--- src/ebi_consts.vh ---
/*
 * Constants of the external bus interface: widths, space codes, wait-state
 * thresholds and FIFO sizing.
 * Assumes it is included by the design files by bare name; definitions only.
 */
`ifndef EBI_CONSTS_VH
`define EBI_CONSTS_VH

// ----------------------------------------
// Bus widths
// ----------------------------------------
`define EBI_ADDR_W       23
`define EBI_DATA_W       16
`define EBI_LOW_ADDR_W   16
`define EBI_WS_W         3

// ----------------------------------------
// Space codes of a request
// ----------------------------------------
`define EBI_SP_DATA      2'h0
`define EBI_SP_PROG      2'h1
`define EBI_SP_IO        2'h2

// ----------------------------------------
// Wait states and buffering
// ----------------------------------------
`define EBI_READY_MIN_WS 3'h2
`define EBI_FIFO_DEPTH   8
`define EBI_FIFO_AW      3
// Request word: write flag, space, wait states, address, data
`define EBI_REQ_W        (1 + 2 + `EBI_WS_W + `EBI_ADDR_W + `EBI_DATA_W)

`endif

--- src/ebi_fifo.v ---
/*
 * Request FIFO of the external bus interface, flip-flop storage.
 * Assumes one clock and a synchronous active-low reset.
 */
`timescale 1ns/1ps
`include "ebi_consts.vh"

module ebi_fifo #(
	parameter WIDTH = `EBI_REQ_W,
	parameter DEPTH = `EBI_FIFO_DEPTH,
	parameter AW    = `EBI_FIFO_AW
) (
	// Clock and reset
	input  wire             sys_clk,
	input  wire             rst_n,
	// Fill side
	input  wire             in_valid,
	output wire             in_ready,
	input  wire [WIDTH-1:0] in_data,
	// Drain side
	output wire             out_valid,
	input  wire             out_ready,
	output wire [WIDTH-1:0] out_data
);
	reg [WIDTH-1:0] mem_r [0:DEPTH-1];
	reg [AW-1:0]    wr_ptr_r;
	reg [AW-1:0]    rd_ptr_r;
	reg [AW:0]      count_r;
	reg [AW:0]      count_nxt;
	reg             in_ready_r;

	wire push = in_valid && in_ready;
	wire pop  = out_valid && out_ready;

	// Not-full is kept in a flip-flop so the ready seen outside is registered
	assign in_ready  = in_ready_r;
	assign out_valid = (count_r != {(AW+1){1'b0}});
	assign out_data  = mem_r[rd_ptr_r];

	always @* begin
		count_nxt = count_r;
		if (push && !pop) begin
			count_nxt = count_r + 1'b1;
		end else if (pop && !push) begin
			count_nxt = count_r - 1'b1;
		end
	end

	always @(posedge sys_clk) begin
		if (!rst_n) begin
			wr_ptr_r <= {AW{1'b0}};
			rd_ptr_r <= {AW{1'b0}};
			count_r  <= {(AW+1){1'b0}};
			in_ready_r <= 1'b1;
		end else begin
			if (push) begin
				wr_ptr_r <= wr_ptr_r + 1'b1;
			end
			if (pop) begin
				rd_ptr_r <= rd_ptr_r + 1'b1;
			end
			count_r    <= count_nxt;
			in_ready_r <= (count_nxt != DEPTH[AW:0]);
		end
	end

	// Storage needs no reset; empty slots are never read out as valid
	always @(posedge sys_clk) begin
		if (push) begin
			mem_r[wr_ptr_r] <= in_data;
		end
	end
endmodule // ebi_fifo

--- src/ebi_core.v ---
/*
 * External bus interface: runs queued read/write requests on an asynchronous
 * external bus with space selects, strobes, ready, and hold handover.
 * Assumes inputs synchronous to sys_clk; pad logic combines each _o with its
 * _oe_n (low = driven) into a three-state pin.
 */
`timescale 1ns/1ps
`include "ebi_consts.vh"

// Overview of operation
// - One space select low during valid address
// - Space selects float in hold mode
// - Space selects float when output disable low
// - Memory strobe low only for memory access
// - Both strobes float in hold or disable
// - I/O strobe low only for I/O access
// - Ready low extends access one cycle, repeat
// - Ready checked only after two+ wait states
// - Direction high except during writes
// - Direction floats in hold or disable
// - Grant floats address, data and control
// - Grant low in hold; floats when disabled
// - Wait-done low first wait, high last
// - Full address floats in hold mode
// - Data floats unless writing; also floats in reset or request
module ebi_core (
	// Clock and reset
	input  wire                     sys_clk,
	input  wire                     rst_n,
	// Request stream from the core
	input  wire                     req_valid,
	output wire                     req_ready,
	input  wire                     req_write,
	input  wire [1:0]               req_space,
	input  wire [`EBI_WS_W-1:0]     req_wait,
	input  wire [`EBI_ADDR_W-1:0]   req_addr,
	input  wire [`EBI_DATA_W-1:0]   req_wdata,
	// Read answer
	output reg                      rd_valid,
	output reg  [`EBI_DATA_W-1:0]   rd_data,
	// Bus control
	input  wire                     ready,
	input  wire                     bus_request_n,
	input  wire                     output_disable_n,
	output reg                      bus_grant_n_o,
	output reg                      bus_grant_n_oe_n,
	output reg                      wait_state_done_o,
	output reg                      wait_state_done_oe_n,
	// Selects and strobes
	output reg                      data_space_sel_n,
	output reg                      program_space_sel_n,
	output reg                      io_space_sel_n,
	output reg                      sel_oe_n,
	output reg                      mem_strobe_n,
	output reg                      io_strobe_n,
	output reg                      strobe_oe_n,
	output reg                      rw_dir,
	output reg                      rw_dir_oe_n,
	// Address and data
	output reg  [`EBI_ADDR_W-1:0]   ext_addr_o,
	output reg                      ext_addr_oe_n,
	input  wire [`EBI_DATA_W-1:0]   ext_data_i,
	output reg  [`EBI_DATA_W-1:0]   ext_data_o,
	output reg                      ext_data_oe_n
);
	// ----------------------------------------
	// States
	// ----------------------------------------
	localparam ST_IDLE   = 2'h0;
	localparam ST_SETUP  = 2'h1;
	localparam ST_ACCESS = 2'h2;
	localparam ST_HOLD   = 2'h3;

	localparam RQ_W = `EBI_REQ_W;

	reg  [1:0]              state_r;
	reg  [1:0]              state_nxt;
	reg  [`EBI_WS_W-1:0]    ws_left_r;
	reg                     cur_write_r;
	reg  [1:0]              cur_space_r;
	reg  [`EBI_WS_W-1:0]    cur_ws_r;
	reg                     want_ready_r;

	wire                    q_valid;
	wire                    q_ready;
	wire [RQ_W-1:0]         q_data;

	ebi_fifo #(
		.WIDTH (RQ_W),
		.DEPTH (`EBI_FIFO_DEPTH),
		.AW    (`EBI_FIFO_AW)
	) u_fifo (
		.sys_clk   (sys_clk),
		.rst_n     (rst_n),
		.in_valid  (req_valid),
		.in_ready  (req_ready),
		.in_data   ({req_write, req_space, req_wait, req_addr, req_wdata}),
		.out_valid (q_valid),
		.out_ready (q_ready),
		.out_data  (q_data)
	);

	wire                   q_write = q_data[RQ_W-1];
	wire [1:0]             q_space = q_data[RQ_W-2:RQ_W-3];
	wire [`EBI_WS_W-1:0]   q_ws    = q_data[RQ_W-4:`EBI_ADDR_W+`EBI_DATA_W];
	wire [`EBI_ADDR_W-1:0] q_addr  = q_data[`EBI_ADDR_W+`EBI_DATA_W-1:`EBI_DATA_W];
	wire [`EBI_DATA_W-1:0] q_wdata = q_data[`EBI_DATA_W-1:0];

	// Requests drain only from idle with no hold pending, so a queued access
	// never starts while the bus is being handed over
	assign q_ready = (state_r == ST_IDLE) && bus_request_n && q_valid;

	// Access completes when wait states are spent and, where checked, ready is high
	wire ws_done  = (ws_left_r == {`EBI_WS_W{1'b0}});
	wire acc_done = ws_done && (!want_ready_r || ready);

	function ebi_is_mem;
		input [1:0] sp;
		begin
			ebi_is_mem = (sp == `EBI_SP_DATA) || (sp == `EBI_SP_PROG);
		end
	endfunction

	// ----------------------------------------
	// Sequencer
	// ----------------------------------------
	always @* begin
		state_nxt = state_r;
		case (state_r)
			ST_IDLE: begin
				if (!bus_request_n) begin
					state_nxt = ST_HOLD;
				end else if (q_valid) begin
					state_nxt = ST_SETUP;
				end
			end
			ST_SETUP: begin
				state_nxt = ST_ACCESS;
			end
			ST_ACCESS: begin
				if (acc_done) begin
					state_nxt = ST_IDLE;
				end
			end
			ST_HOLD: begin
				if (bus_request_n) begin
					state_nxt = ST_IDLE;
				end
			end
			default: begin
				state_nxt = ST_IDLE;
			end
		endcase
	end

	always @(posedge sys_clk) begin
		if (!rst_n) begin
			state_r      <= ST_IDLE;
			ws_left_r    <= {`EBI_WS_W{1'b0}};
			cur_write_r  <= 1'b0;
			cur_space_r  <= `EBI_SP_DATA;
			cur_ws_r     <= {`EBI_WS_W{1'b0}};
			want_ready_r <= 1'b0;
			ext_addr_o   <= {`EBI_ADDR_W{1'b0}};
			ext_data_o   <= {`EBI_DATA_W{1'b0}};
			rd_valid     <= 1'b0;
			rd_data      <= {`EBI_DATA_W{1'b0}};
		end else begin
			state_r  <= state_nxt;
			rd_valid <= 1'b0;
			if (q_ready) begin
				cur_write_r  <= q_write;
				cur_space_r  <= q_space;
				cur_ws_r     <= q_ws;
				ws_left_r    <= q_ws;
				want_ready_r <= (q_ws >= `EBI_READY_MIN_WS);
				// Program space alone uses the upper seven address bits
				ext_addr_o   <= (q_space == `EBI_SP_PROG) ? q_addr :
				                {{(`EBI_ADDR_W-`EBI_LOW_ADDR_W){1'b0}}, q_addr[`EBI_LOW_ADDR_W-1:0]};
				ext_data_o   <= q_wdata;
			end else if (state_r == ST_ACCESS && !ws_done) begin
				ws_left_r <= ws_left_r - 1'b1;
			end
			if (state_r == ST_ACCESS && acc_done && !cur_write_r) begin
				rd_valid <= 1'b1;
				rd_data  <= ext_data_i;
			end
		end
	end

	// ----------------------------------------
	// Pin drivers, all registered from next state and the bus control inputs
	// ----------------------------------------
	wire                 n_busy  = (state_nxt == ST_SETUP) || (state_nxt == ST_ACCESS);
	wire                 n_acc   = (state_nxt == ST_ACCESS);
	wire                 n_hold  = (state_nxt == ST_HOLD);
	wire [1:0]           n_space = (state_r == ST_IDLE) ? q_space : cur_space_r;
	wire                 n_write = (state_r == ST_IDLE) ? q_write : cur_write_r;
	wire [`EBI_WS_W-1:0] n_ws    = (state_r == ST_IDLE) ? q_ws : cur_ws_r;
	// Remaining wait states as seen in the next cycle
	wire [`EBI_WS_W-1:0] n_left  = (state_r == ST_SETUP) ? ws_left_r :
	                               (ws_done ? ws_left_r : ws_left_r - 1'b1);

	always @(posedge sys_clk) begin
		if (!rst_n) begin
			data_space_sel_n     <= 1'b1;
			program_space_sel_n  <= 1'b1;
			io_space_sel_n       <= 1'b1;
			mem_strobe_n         <= 1'b1;
			io_strobe_n          <= 1'b1;
			rw_dir               <= 1'b1;
			wait_state_done_o    <= 1'b1;
			bus_grant_n_o        <= 1'b1;
			sel_oe_n             <= 1'b1;
			strobe_oe_n          <= 1'b1;
			rw_dir_oe_n          <= 1'b1;
			ext_addr_oe_n        <= 1'b1;
			ext_data_oe_n        <= 1'b1;
			wait_state_done_oe_n <= 1'b1;
			bus_grant_n_oe_n     <= 1'b0;
		end else begin
			// Selects span setup and access, one at a time
			data_space_sel_n    <= !(n_busy && n_space == `EBI_SP_DATA);
			program_space_sel_n <= !(n_busy && n_space == `EBI_SP_PROG);
			io_space_sel_n      <= !(n_busy && n_space == `EBI_SP_IO);
			// Strobes only inside the select window
			mem_strobe_n <= !(n_acc && ebi_is_mem(n_space));
			io_strobe_n  <= !(n_acc && n_space == `EBI_SP_IO);
			rw_dir       <= !(n_busy && n_write);
			wait_state_done_o <= !(n_acc && n_ws >= `EBI_READY_MIN_WS &&
			                       n_left != {`EBI_WS_W{1'b0}} &&
			                       !(n_left == 3'h1 && state_nxt == ST_ACCESS && state_r == ST_ACCESS));
			bus_grant_n_o <= !n_hold;
			// Disable overrides any activity; hold floats the bus
			sel_oe_n      <= !output_disable_n || n_hold;
			strobe_oe_n   <= !output_disable_n || n_hold;
			rw_dir_oe_n   <= !output_disable_n || n_hold;
			ext_addr_oe_n <= !output_disable_n || n_hold;
			ext_data_oe_n <= !output_disable_n || !bus_request_n || !(n_busy && n_write);
			wait_state_done_oe_n <= !output_disable_n;
			bus_grant_n_oe_n     <= !output_disable_n;
		end
	end
endmodule // ebi_core

--- config.mk ---
export PLATFORM = sky130hd
export DESIGN_NAME = ebi_core
export DESIGN_NICKNAME = d
export VERILOG_FILES = /design/src/ebi_fifo.v /design/src/ebi_core.v
export VERILOG_INCLUDE_DIRS = /design/src
export SDC_FILE = /design/constraint.sdc
export NUM_CORES = 1
export LEC_CHECK = 0
export ABC_AREA = 1
export ABC_CLOCK_PERIOD_IN_PS = 3400
export BUFFER_PORTS_ARGS = -buffer_cell sky130_fd_sc_hd__buf_2
export CAP_MARGIN = 20
export CORE_ASPECT_RATIO = 0.5
export CORE_UTILIZATION = 35
export DETAILED_ROUTE_END_ITERATION = 10
export SYNTH_ARGS = -nofsm -noshare
export SYNTH_HDL_FRONTEND = slang
export SYNTH_SLANG_ARGS = --single-unit
--- constraint.sdc ---
create_clock -name sys_clk -period 3.4 [get_ports sys_clk]
set_input_delay 0.51 -clock sys_clk [delete_from_list [all_inputs] [get_ports sys_clk]]
set_output_delay 0.51 -clock sys_clk [all_outputs]
set_load 0.01 [all_outputs]
==> results of run 1 <==
routing by layer:
layer | part of all wire | routed length [µm]
met1 | 0.47 | 18100
met2 | 0.47 | 18300
met3 | 0.047 | 1820
met4 | 0.016 | 615
met5 | 0.00044 | 17
worst max-delay path by stage:
stage                                            start                            end
after detailed placement                     req_valid  u_fifo.mem_r[7][19]$_DFFE_PP_
final                     u_fifo.count_r[0]$_SDFF_PN0_     ext_addr_o[5]$_SDFFE_PN0P_
after CTS                                     register    data_space_sel_n$_SDFF_PN1_
after floorplan                              req_valid   u_fifo.mem_r[0][0]$_DFFE_PP_
after global placement                       req_valid  u_fifo.mem_r[7][16]$_DFFE_PP_
after global routing                          register    ext_addr_o[17]$_SDFFE_PN0P_
placed cells by master (no fill, tap or decap), types with 8 or more instances in the layout:
| cell type | n |
|---|---|
| a21oi_1 | 59 |
| buf_12 | 8 |
| buf_2 | 138 |
| buf_4 | 14 |
| bufinv_16 | 9 |
| clkbuf_1 | 10 |
| clkbuf_16 | 43 |
| dfxtp_1 | 91 |
| edfxtp_1 | 360 |
| ha_1 | 10 |
| inv_1 | 83 |
| nand2_1 | 180 |
| nand3_1 | 53 |
| nor2_1 | 247 |
| nor2_4 | 11 |
| o211ai_1 | 32 |
| o21ai_0 | 201 |
| o21ai_1 | 45 |
| o22ai_1 | 32 |
critical path: cells and delay by family, from the launching register on:
| kind | cells | cell delay, ns |
|---|---|---|
| compound gates | 2 | 0.31 |
| fa+ha+maj | 1 | 0.22 |
| buf+inv | 2 | 0.55 |
| flops | 1 | 0.39 |
| simple gates | 3 | 0.59 |
state kept, by name (all words and copies together) (netlist names), 2 cells and up, named ones only:
| register | cells |
|---|---|
| u_fifo.wr_ptr_r | 3 |
| state_r | 2 |
| u_fifo.mem_r | 360 |
| cur_space_r | 2 |
| ws_left_r | 3 |
| ext_addr_o | 23 |
| cur_ws_r | 2 |
| rd_data | 16 |
| ext_data_o | 16 |
| u_fifo.count_r | 4 |
| u_fifo.rd_ptr_r | 3 |
cell usage after synthesis, types with 32 or more instances:
library cell / count
nor2_1: 255
a21oi_1: 59
dfxtp_1: 93
o22ai_1: 32
edfxtp_1: 360
o21ai_0: 201
clkbuf_1: 40
o21ai_1: 45
nand2_1: 180
o211ai_1: 32
nand3_1: 53
inv_1: 84
area by class of cell:
cell class	instances	share of cell area
timing repair buffer	160	0.0463
inverter	88	0.0161
multi-input combinational	894	0.207
clock buffer	59	0.0579
sequential	453	0.614
tap	678	0.0411
antenna	2	0.000242
clock inverter	19	0.0175
where the power goes:
| part | internal [µW] | switching, µW |
|---|---|---|
| combinational | 1110 | 2250 |
| clock | 3170 | 2070 |
| sequential | 6540 | 312 |
through the flow:
step / hold WS (ns) / std cells / utilization / power [µW] / area, µm²
after global placement: 0.448 / 2273 / 0.387 / 10300 / 19100
final: 0.146 / 2353 / 0.419 / 15500 / 20700
after CTS: 0.119 / 2351 / 0.419 / 15600 / 20600
after detailed placement: 0.452 / 2273 / 0.387 / 10400 / 19100
after global routing: 0.133 / 2352 / 0.419 / 16300 / 20700
after floorplan: 0.433 / 1527 / - / 9310 / 17800
logic make-up after synthesis:
group / share of synthesized area
AND/OR/NAND/NOR: 0.114
flip-flops: 0.714
AO/OA/AOI/OAI: 0.115
buffers and inverters: 0.0494
adder cells (fa/ha/maj): 0.00705
XOR/XNOR: 0.00148
==> impl_results.md, run 1 <==
- TritonCTS clock tree: built
- R2r setup slk: 1.24 ns
- Slowest CP cell: nor2_4
- P_leak: 0.00763 µW
- Via density per instance: 4.80
- Yosys Warn Count: 0
- # Post-CTS Setup Buffers: 0
- Clk Latency, worst-skew pair: 0.56 ns
- Die Footprint: 51700 µm²
- Syn Nets: 1604
- Worst hold endpoint: wait_state_done_oe_n$_SDFF_PN1_
- Drt wl/cell: 16.5 µm
- Setup crit end kind: register
- Via count: 11300
- Reg area: 12700 µm²
- Met2 Use GR: 0.250
- Worst hold path startpoint: output_disable_n
- Number of synthesized flops with an enable pin: 360
- Distinct cells, synth: 34
- Initial antenna violation count: 3
- Row Count: 57
- Tot GR Track Use: 0.150
- Total wire length: 38.9 mm
- Crit-path cells: inv_1 > ha_1 > nand2_1 > nor2_1 > nor2_4 > buf_4 > o21ai_0 > a21oi_1
- Synth Register Bits: 453
- Part of the Yosys area used for sequential elements: 0.714
- Layout cells sized above 1: 0.152
- Final setup violating endpoints: 0
- Pin count of the biggest net entering global routing: 147
- Crit Path Class: register to register
- Fill cell count: 4561
- Iteration-0 DRC Markers: 698
- Clock buffer depth: 3
- H-tree lvl count: 2
- Actual slew at the worst max-slew pin: 0.857 ns
- Dpl ws: 1.15 ns
- Clk slew on worst S/H paths: 0.06 ns
- WP data arrival: 2.65 ns
- Chip Height: 161 µm
- Final net count: 1716
- Post-route DRC: 0
- RSZ-0062 raised after global routing: false
- GP Congestion: 0.732
- Largest area contributor in the netlist: edfxtp_1
- Final hold vios: 0
- First-pass GRT wire length: 60.7 mm
- Primary FF master, synth: edfxtp_1
- Grt total ovfl: 0
- Core area: 49300 µm²
- Post-Syn Instances: 1527
- Critical Path RT: 3.89 ns
- Synthesis-to-layout area growth: 16.3%
- # port buffers: 138
- Synth top area share: 0.609
- Tmin final: 2.16 ns
- Area of the multi-input gates: 4270 µm²
- Cell Area, Synth: 17800 µm²
- CTS Buf Count: 42
- Hold buffer count at CTS: 0
- # IOs: 139
- First-pass DRT Iterations: 4
- Number of max-cap violations: 0
- Setup TNS Final: 0 ns
- Final HPWL DP: 21.7 mm
- R2r startpoint: u_fifo.count_r[0]$_SDFF_PN0_
- Routing usage on met3: 0.0281
- Final setup margin: 1.24 ns
- Final period util: 0.635
- Clock sinks: 453
- Final antenna-violating net count: 0
- Largest stage delay on the critical path: 0.46 ns
- CP max FO: 37
- Clock Tree Root: clkbuf_16
- Hold Crit Class: input port to register
- Rel. slew slack: 0.428
- Avg Synthesized Cell Area: 11.6 µm²
- Max Fclk: 463 MHz
- Starting Density: 0.360
- Die width: 321 µm
- Routing usage on met1: 0.202
- Post-CTS Resized: 0
- Crit path launch type: register
- FFs w/ async S/R, synth: 0
- Gr busiest metal: met2
- Number of global-route vias before repair: 10800
- Hold Path Stages: 2
- R2R depth: 8
- Skew final: 0.0256 ns
- Worst r2r dst: ext_addr_o[5]$_SDFFE_PN0P_
- Status: completed
- Synth top area cells: edfxtp_1 61%, dfxtp_1 10%, o21ai_0 5.7%, nor2_1 5.4%, nand2_1 3.8%
- Slew Viols, Final: 0
- Worst vdd ir: 0.000479 V
- Power per cell area: 748 nW/µm²
Power figures use the tool's default switching activity.
==> inputs of run 2 (changes only) <==
--- a/config.mk
+++ b/config.mk
@@ -7,7 +7,7 @@
 export NUM_CORES = 1
 export LEC_CHECK = 0
 export ABC_AREA = 1
-export ABC_CLOCK_PERIOD_IN_PS = 3400
+export ABC_CLOCK_PERIOD_IN_PS = 2100
 export BUFFER_PORTS_ARGS = -buffer_cell sky130_fd_sc_hd__buf_2
 export CAP_MARGIN = 20
 export CORE_ASPECT_RATIO = 0.5
==> constraint.sdc (replaced) <==
create_clock -name sys_clk -period 2.1 [get_ports sys_clk]
set_input_delay 0.315 -clock sys_clk [delete_from_list [all_inputs] [get_ports sys_clk]]
set_output_delay 0.315 -clock sys_clk [all_outputs]
set_load 0.01 [all_outputs]
==> run 2 against run 1 <==
Effect of this change:
- die area unchanged
- final cell count is 1.9% higher
- sequential share of layout area fell by 1.2 points
- sequential power increased by 61%
- clock power grew 49%
- highest routed layer unchanged
- design area is 2.0% higher
==> impl_results.md, run 2 (synthesized netlist as in run 1, its figures left out) <==
- First-pass DRT Iterations: 5
- Gate power share: 0.236
- # Post-CTS Setup Buffers: 0
- Final Util: 0.427
- Top flop regs: u_fifo.mem_r (360), ext_addr_o (23)
- Iteration-0 DRC Markers: 863
- TritonCTS clock tree: built
- Via count: 11500
- Most common library cell in the layout ignoring fill and taps: edfxtp_1
- GP Congestion: 0.742
- Clock network power share: 0.318
- Placed Area: 19400 µm²
- Fill cell count: 4528
- Final setup margin: 0.246 ns
- Die width: 321 µm
- Grt total ovfl: 0
- Total wire length: 39.9 mm
- Final Instance Area: 21100 µm²
- Clk Latency, worst-skew pair: 0.55 ns
- # port buffers: 138
- WP data arrival: 2.30 ns
- Number of max-cap violations: 0
- Actual slew at the worst max-slew pin: 0.550 ns
- CP max FO: 4
- Final HPWL DP: 22.1 mm
- RSZ-0062 raised after global routing: false
- Met1 Wirelength: 18.2 mm
- Clk slew on worst S/H paths: 0.06 ns
- Pin count of the biggest net entering global routing: 86
- # IOs: 139
- DR WL met3: 2.22 mm
- Slew Viols, Final: 0
- Core area: 49300 µm²
- Critical Path RT: 2.54 ns
- Hold Crit Class: input port to register
- Starting Density: 0.360
- Internal: 17000 µW
- Post-route DRC: 0
- Clock buffer depth: 3
- Row Count: 57
- Final period util: 0.883
- Top routing layer in use: met5
- Sw Ratio: 0.307
- Synthesis-to-layout area growth: 18.6%
- Power per cell area: 1170 nW/µm²
- Final Non-Filler Cells: 2397
- Layout cells sized above 1: 0.161
- Status: completed
- Number of global-route vias before repair: 11000
- H-tree lvl count: 2
- Skew final: 0.0132 ns
- Final hold vios: 0
- Final net count: 1759
- Crit path launch type: register
- Setup crit end kind: register
- Met2 WL post-DR: 18.8 mm
- CTS Buf Count: 43
- Rel. slew slack: 0.633
- Worst vdd ir: 0.000656 V
- Crit Path Class: register to register
- Clock Tree Root: clkbuf_16
- Sequential Power Share: 0.446
- Drt wl/cell: 16.7 µm
- Clock sinks: 453
- Max reg flops: 360
- Final antenna-violating net count: 0
- Chip Height: 161 µm
- Via density per instance: 4.80
- P_leak: 0.00782 µW
- Cell count after placement: 2292
- Dpl ws: 0.241 ns
- Max Fclk: 539 MHz
- Most frequent cells in the layout: 360 x edfxtp_1, 247 x nor2_1, 201 x o21ai_0
- Initial antenna violation count: 3
- Final setup violating endpoints: 0
- Die Footprint: 51700 µm²
- NetSw: 7530 µW
- Tot GR Track Use: 0.154
- Tmin final: 1.85 ns
- Largest Register: u_fifo.mem_r
- First-pass GRT wire length: 62.1 mm
[run 2: cell types whose count changed in the layout (fill, tap and decap cells not counted), moves of 5 or more]
cell,before,now
bufinv_16,9,2
buf_12,8,21
buf_4,14,20
dlygate4sd3_1,0,23
clkinv_2,2,7
[run 2: metrics by stage]
stage	TNS [ns]	total power (µW)	hold slack [ns]
3_5_place_dp	0	17000	0.460
6_report	0	24600	0.0185
3_3_place_gp	0	16900	0.455
5_1_grt	0	26000	0.00498
2_1_floorplan	-59.34	15100	0.377
4_1_cts	0	24800	0.000459
[run 2: worst paths after layout]
path / start / endpoint / slack, ns / depth (start not counted)
worst max-delay path: ws_left_r[0]$_SDFFE_PN0P_ / ext_data_oe_n$_SDFF_PN1_ / 0.25 / 10
worst max register to register: ws_left_r[0]$_SDFFE_PN0P_ / ext_data_oe_n$_SDFF_PN1_ / 0.25 / 10
worst min register to register: cur_ws_r[2]$_SDFFE_PN0P_ / cur_ws_r[2]$_SDFFE_PN0P_ / 0.47 / 2
worst min-delay path: req_wdata[4] / u_fifo.mem_r[3][4]$_DFFE_PP_ / 0.02 / 1
[run 2: cell type report]
type / count / area [µm²] / share of cell area
inverter: 88 / 333 / 0.0158
sequential: 453 / 12700 / 0.602
antenna: 2 / 5.00 / 0.000238
tap: 678 / 848 / 0.0403
clock buffer: 63 / 1250 / 0.0595
clock inverter: 17 / 176 / 0.00838
multi-input combinational: 894 / 4270 / 0.203
timing repair buffer: 202 / 1490 / 0.0708
[run 2: routing by layer]
| metal | global-route usage | vias up |
|---|---|---|
| li1 | - | 5673 |
| met1 | 0.208 | 5499 |
| met2 | 0.257 | 264 |
| met3 | 0.0272 | 65 |
| met4 | 0.0391 | 2 |
| met5 | 0 | - |
[run 2: worst max-delay path, stage by stage (launching register included)]
cell and delay, ns:
dfxtp_1 0.33, inv_1 0.07, ha_1 0.17, ha_1 0.19, nand3_1 0.15, o21ai_0 0.14, inv_1 0.10, ha_1 0.28
nand2_1 0.07, nor2_1 0.16, nand3b_1 0.08
[run 2: timing repair]
item                      in CTS  in global routing
hold endpoints to repair      53                  0
hold buffers                  23                  0
resized for setup              0                  0
[run 2: power by group through the flow]
stage | logic, µW | registers, µW | clock network (µW)
after detailed placement | 5830 | 11100 | 0
after CTS | 5880 | 11000 | 8010
final | 5810 | 11000 | 7800
after floorplan | 3800 | 11300 | 0
after global placement | 5770 | 11100 | 0
after global routing | 6560 | 11000 | 8390
==> inputs of run 3 (changes only) <==
--- a/config.mk
+++ b/config.mk
@@ -7,12 +7,13 @@
 export NUM_CORES = 1
 export LEC_CHECK = 0
 export ABC_AREA = 1
-export ABC_CLOCK_PERIOD_IN_PS = 2100
+export ABC_CLOCK_PERIOD_IN_PS = 1700
 export BUFFER_PORTS_ARGS = -buffer_cell sky130_fd_sc_hd__buf_2
 export CAP_MARGIN = 20
 export CORE_ASPECT_RATIO = 0.5
 export CORE_UTILIZATION = 35
 export DETAILED_ROUTE_END_ITERATION = 10
+export SETUP_SLACK_MARGIN = 0.3
 export SYNTH_ARGS = -nofsm -noshare
 export SYNTH_HDL_FRONTEND = slang
 export SYNTH_SLANG_ARGS = --single-unit
==> constraint.sdc (replaced) <==
create_clock -name sys_clk -period 1.7 [get_ports sys_clk]
set_input_delay 0.255 -clock sys_clk [delete_from_list [all_inputs] [get_ports sys_clk]]
set_output_delay 0.255 -clock sys_clk [all_outputs]
set_load 0.01 [all_outputs]
==> run 3 against run 2 <==
Effect of this change:
- final cell count increased by 6.8%
- register-to-register slack got worse by 0.14 ns
- clock skew increased by 0.018 ns
- largest cell class unchanged
- largest power group unchanged
- highest routed layer is now met4
==> impl_results.md, run 3 (synthesized netlist as in run 1, its figures left out) <==
- Via count: 13100
- Top flop regs: u_fifo.mem_r (360), ext_addr_o (23)
- Starting Density: 0.360
- Largest Register: u_fifo.mem_r
- Status: completed
- Final hold vios: 0
- CP max FO: 11
- Via density per instance: 5.10
- Dpl ws: 0.0915 ns
- Final HPWL DP: 23.7 mm
- First-pass GRT wire length: 72.4 mm
- Hold Crit Class: input port to register
- P_leak: 0.00922 µW
- Number of max-cap violations: 0
- Clk Latency, worst-skew pair: 0.57 ns
- Setup TNS Final: 0 ns
- Most common library cell in the layout ignoring fill and taps: edfxtp_1
- Total wire length: 52.3 mm
- Tot GR Track Use: 0.184
- Synthesis-to-layout area growth: 39.3%
- Skew final: 0.0316 ns
- Iteration-0 DRC Markers: 1235
- Die width: 321 µm
- # port buffers: 138
- WP data arrival: 2.10 ns
- Actual slew at the worst max-slew pin: 0.482 ns
- Drt wl/cell: 20.4 µm
- H-tree lvl count: 2
- Crit Path Class: register to register
- Layout cells sized above 1: 0.301
- Slowest CP cell: dfxtp_4
- Final period util: 0.937
- Grt total ovfl: 0
- Clock buffer depth: 3
- Worst vdd ir: 0.000791 V
- Pin count of the biggest net entering global routing: 51
- Power per cell area: 1430 nW/µm²
- Max Fclk: 628 MHz
- GP Congestion: 0.773
- Critical Path RT: 2.21 ns
- CTS Buf Count: 42
- # IOs: 139
- Final setup violating endpoints: 0
- Most common cell on crit path: nor2_1
- Rel. slew slack: 0.679
- Clock Tree Root: clkbuf_16
- Core area: 49300 µm²
- Crit path launch type: register
- Number of global-route vias before repair: 12100
- Largest stage delay on the critical path: 0.38 ns
- Initial antenna violation count: 0
- First-pass DRT Iterations: 6
- Setup crit end kind: register
- Clk slew on worst S/H paths: 0.06 ns
- Max reg flops: 360
- Final antenna-violating net count: 0
- N_diodes: 0
- Crit-path cells: buf_12 > inv_12 > buf_16 > nor2_1 > nor2_1 > o21ai_1 > o211ai_1 > o21ai_2 > a21oi_1
- Post-route DRC: 0
- Row Count: 57
- Final setup margin: 0.107 ns
- Final net count: 1926
- Fill cell count: 4063
- TritonCTS clock tree: built
- Chip Height: 161 µm
- Die Footprint: 51700 µm²
- Tmin final: 1.59 ns
- Most frequent cells in the layout: 360 x edfxtp_1, 227 x nor2_1, 158 x nand2_1
- Slew Viols, Final: 0
- Clock sinks: 453
- RSZ-0062 raised after global routing: true
==> run 3: cell types whose count changed in the layout (fill, tap and decap cells not counted), sizes merged, moves of 2 or more <==
cell | before | now
buf | 179 | 279
clkinv | 9 | 13
clkbuf | 63 | 88
diode | 2 | 0
dlygate4sd3 | 23 | 62
==> run 3: critical path: cells and delay by family (launching register included) <==
kind | cells | cell delay [ns]
compound gates | 4 | 0.54
simple gates | 2 | 0.20
flops | 1 | 0.38
buf+inv | 3 | 0.39
==> run 3: area by class of cell <==
type                    count  area, µm²  share of cell area
clock buffers              64       1180              0.0479
multi-input cells         894       5030               0.203
inverters                  88        368              0.0149
clock inverters            14        134             0.00541
repair inverters            4       38.8             0.00157
repair buffers            366       4440               0.180
well taps                 678        848              0.0343
flip-flops and latches    453      12700               0.513
==> run 3: path summary, 6_finish.rpt <==
| kind | slack, ns | start | cells past startpoint | end |
|---|---|---|---|---|
| worst max register to register | 0.11 | register | 9 | ext_addr_o[12]$_SDFFE_PN0P_ |
| worst max-delay path | 0.11 | register | 9 | ext_addr_o[12]$_SDFFE_PN0P_ |
| worst min-delay path | 0.04 | rst_n | 2 | bus_grant_n_o$_SDFF_PN1_ |
| worst min register to register | 0.48 | cur_ws_r[1]$_SDFFE_PN0P_ | 2 | cur_ws_r[1]$_SDFFE_PN0P_ |
==> run 3: power by group <==
group / leakage [µW] / internal (µW) / switching (µW)
logic: 0.00454 / 5650 / 6750
clock network: 0.000642 / 5020 / 4150
registers: 0.00404 / 13100 / 616
==> run 3: per-layer routing <==
| layer | vias to the layer above | global-route usage | routed length (µm) |
|---|---|---|---|
| li1 | 6044 | - | - |
| met1 | 6406 | 0.253 | 22600 |
| met2 | 516 | 0.298 | 24600 |
| met3 | 85 | 0.0318 | 3980 |
| met4 | 0 | 0.0548 | 1160 |
| met5 | - | 0 | 0 |
==> run 3: per-stage QoR <==
step           power, µW  hold slack (ns)  instances   util  area [µm²]
2_1_floorplan      18800            0.317       1527      -       17900
3_3_place_gp       21400            0.454       2306  0.400       19700
3_5_place_dp       21500            0.456       2306  0.400       19700
4_1_cts            33500           0.0295       2517  0.474       23400
5_1_grt            36900           0.0252       2561  0.502       24700
6_report           35300           0.0378       2561  0.502       24700
==> run 3: repair_timing <==
action	in CTS	in global routing
buffers inserted	39	14
endpoints found under the hold margin	368	0
pin swaps	46	58
hold buffers	62	0
setup endpoints to repair	252	334
cloned	32	30
resized for setup	175	220
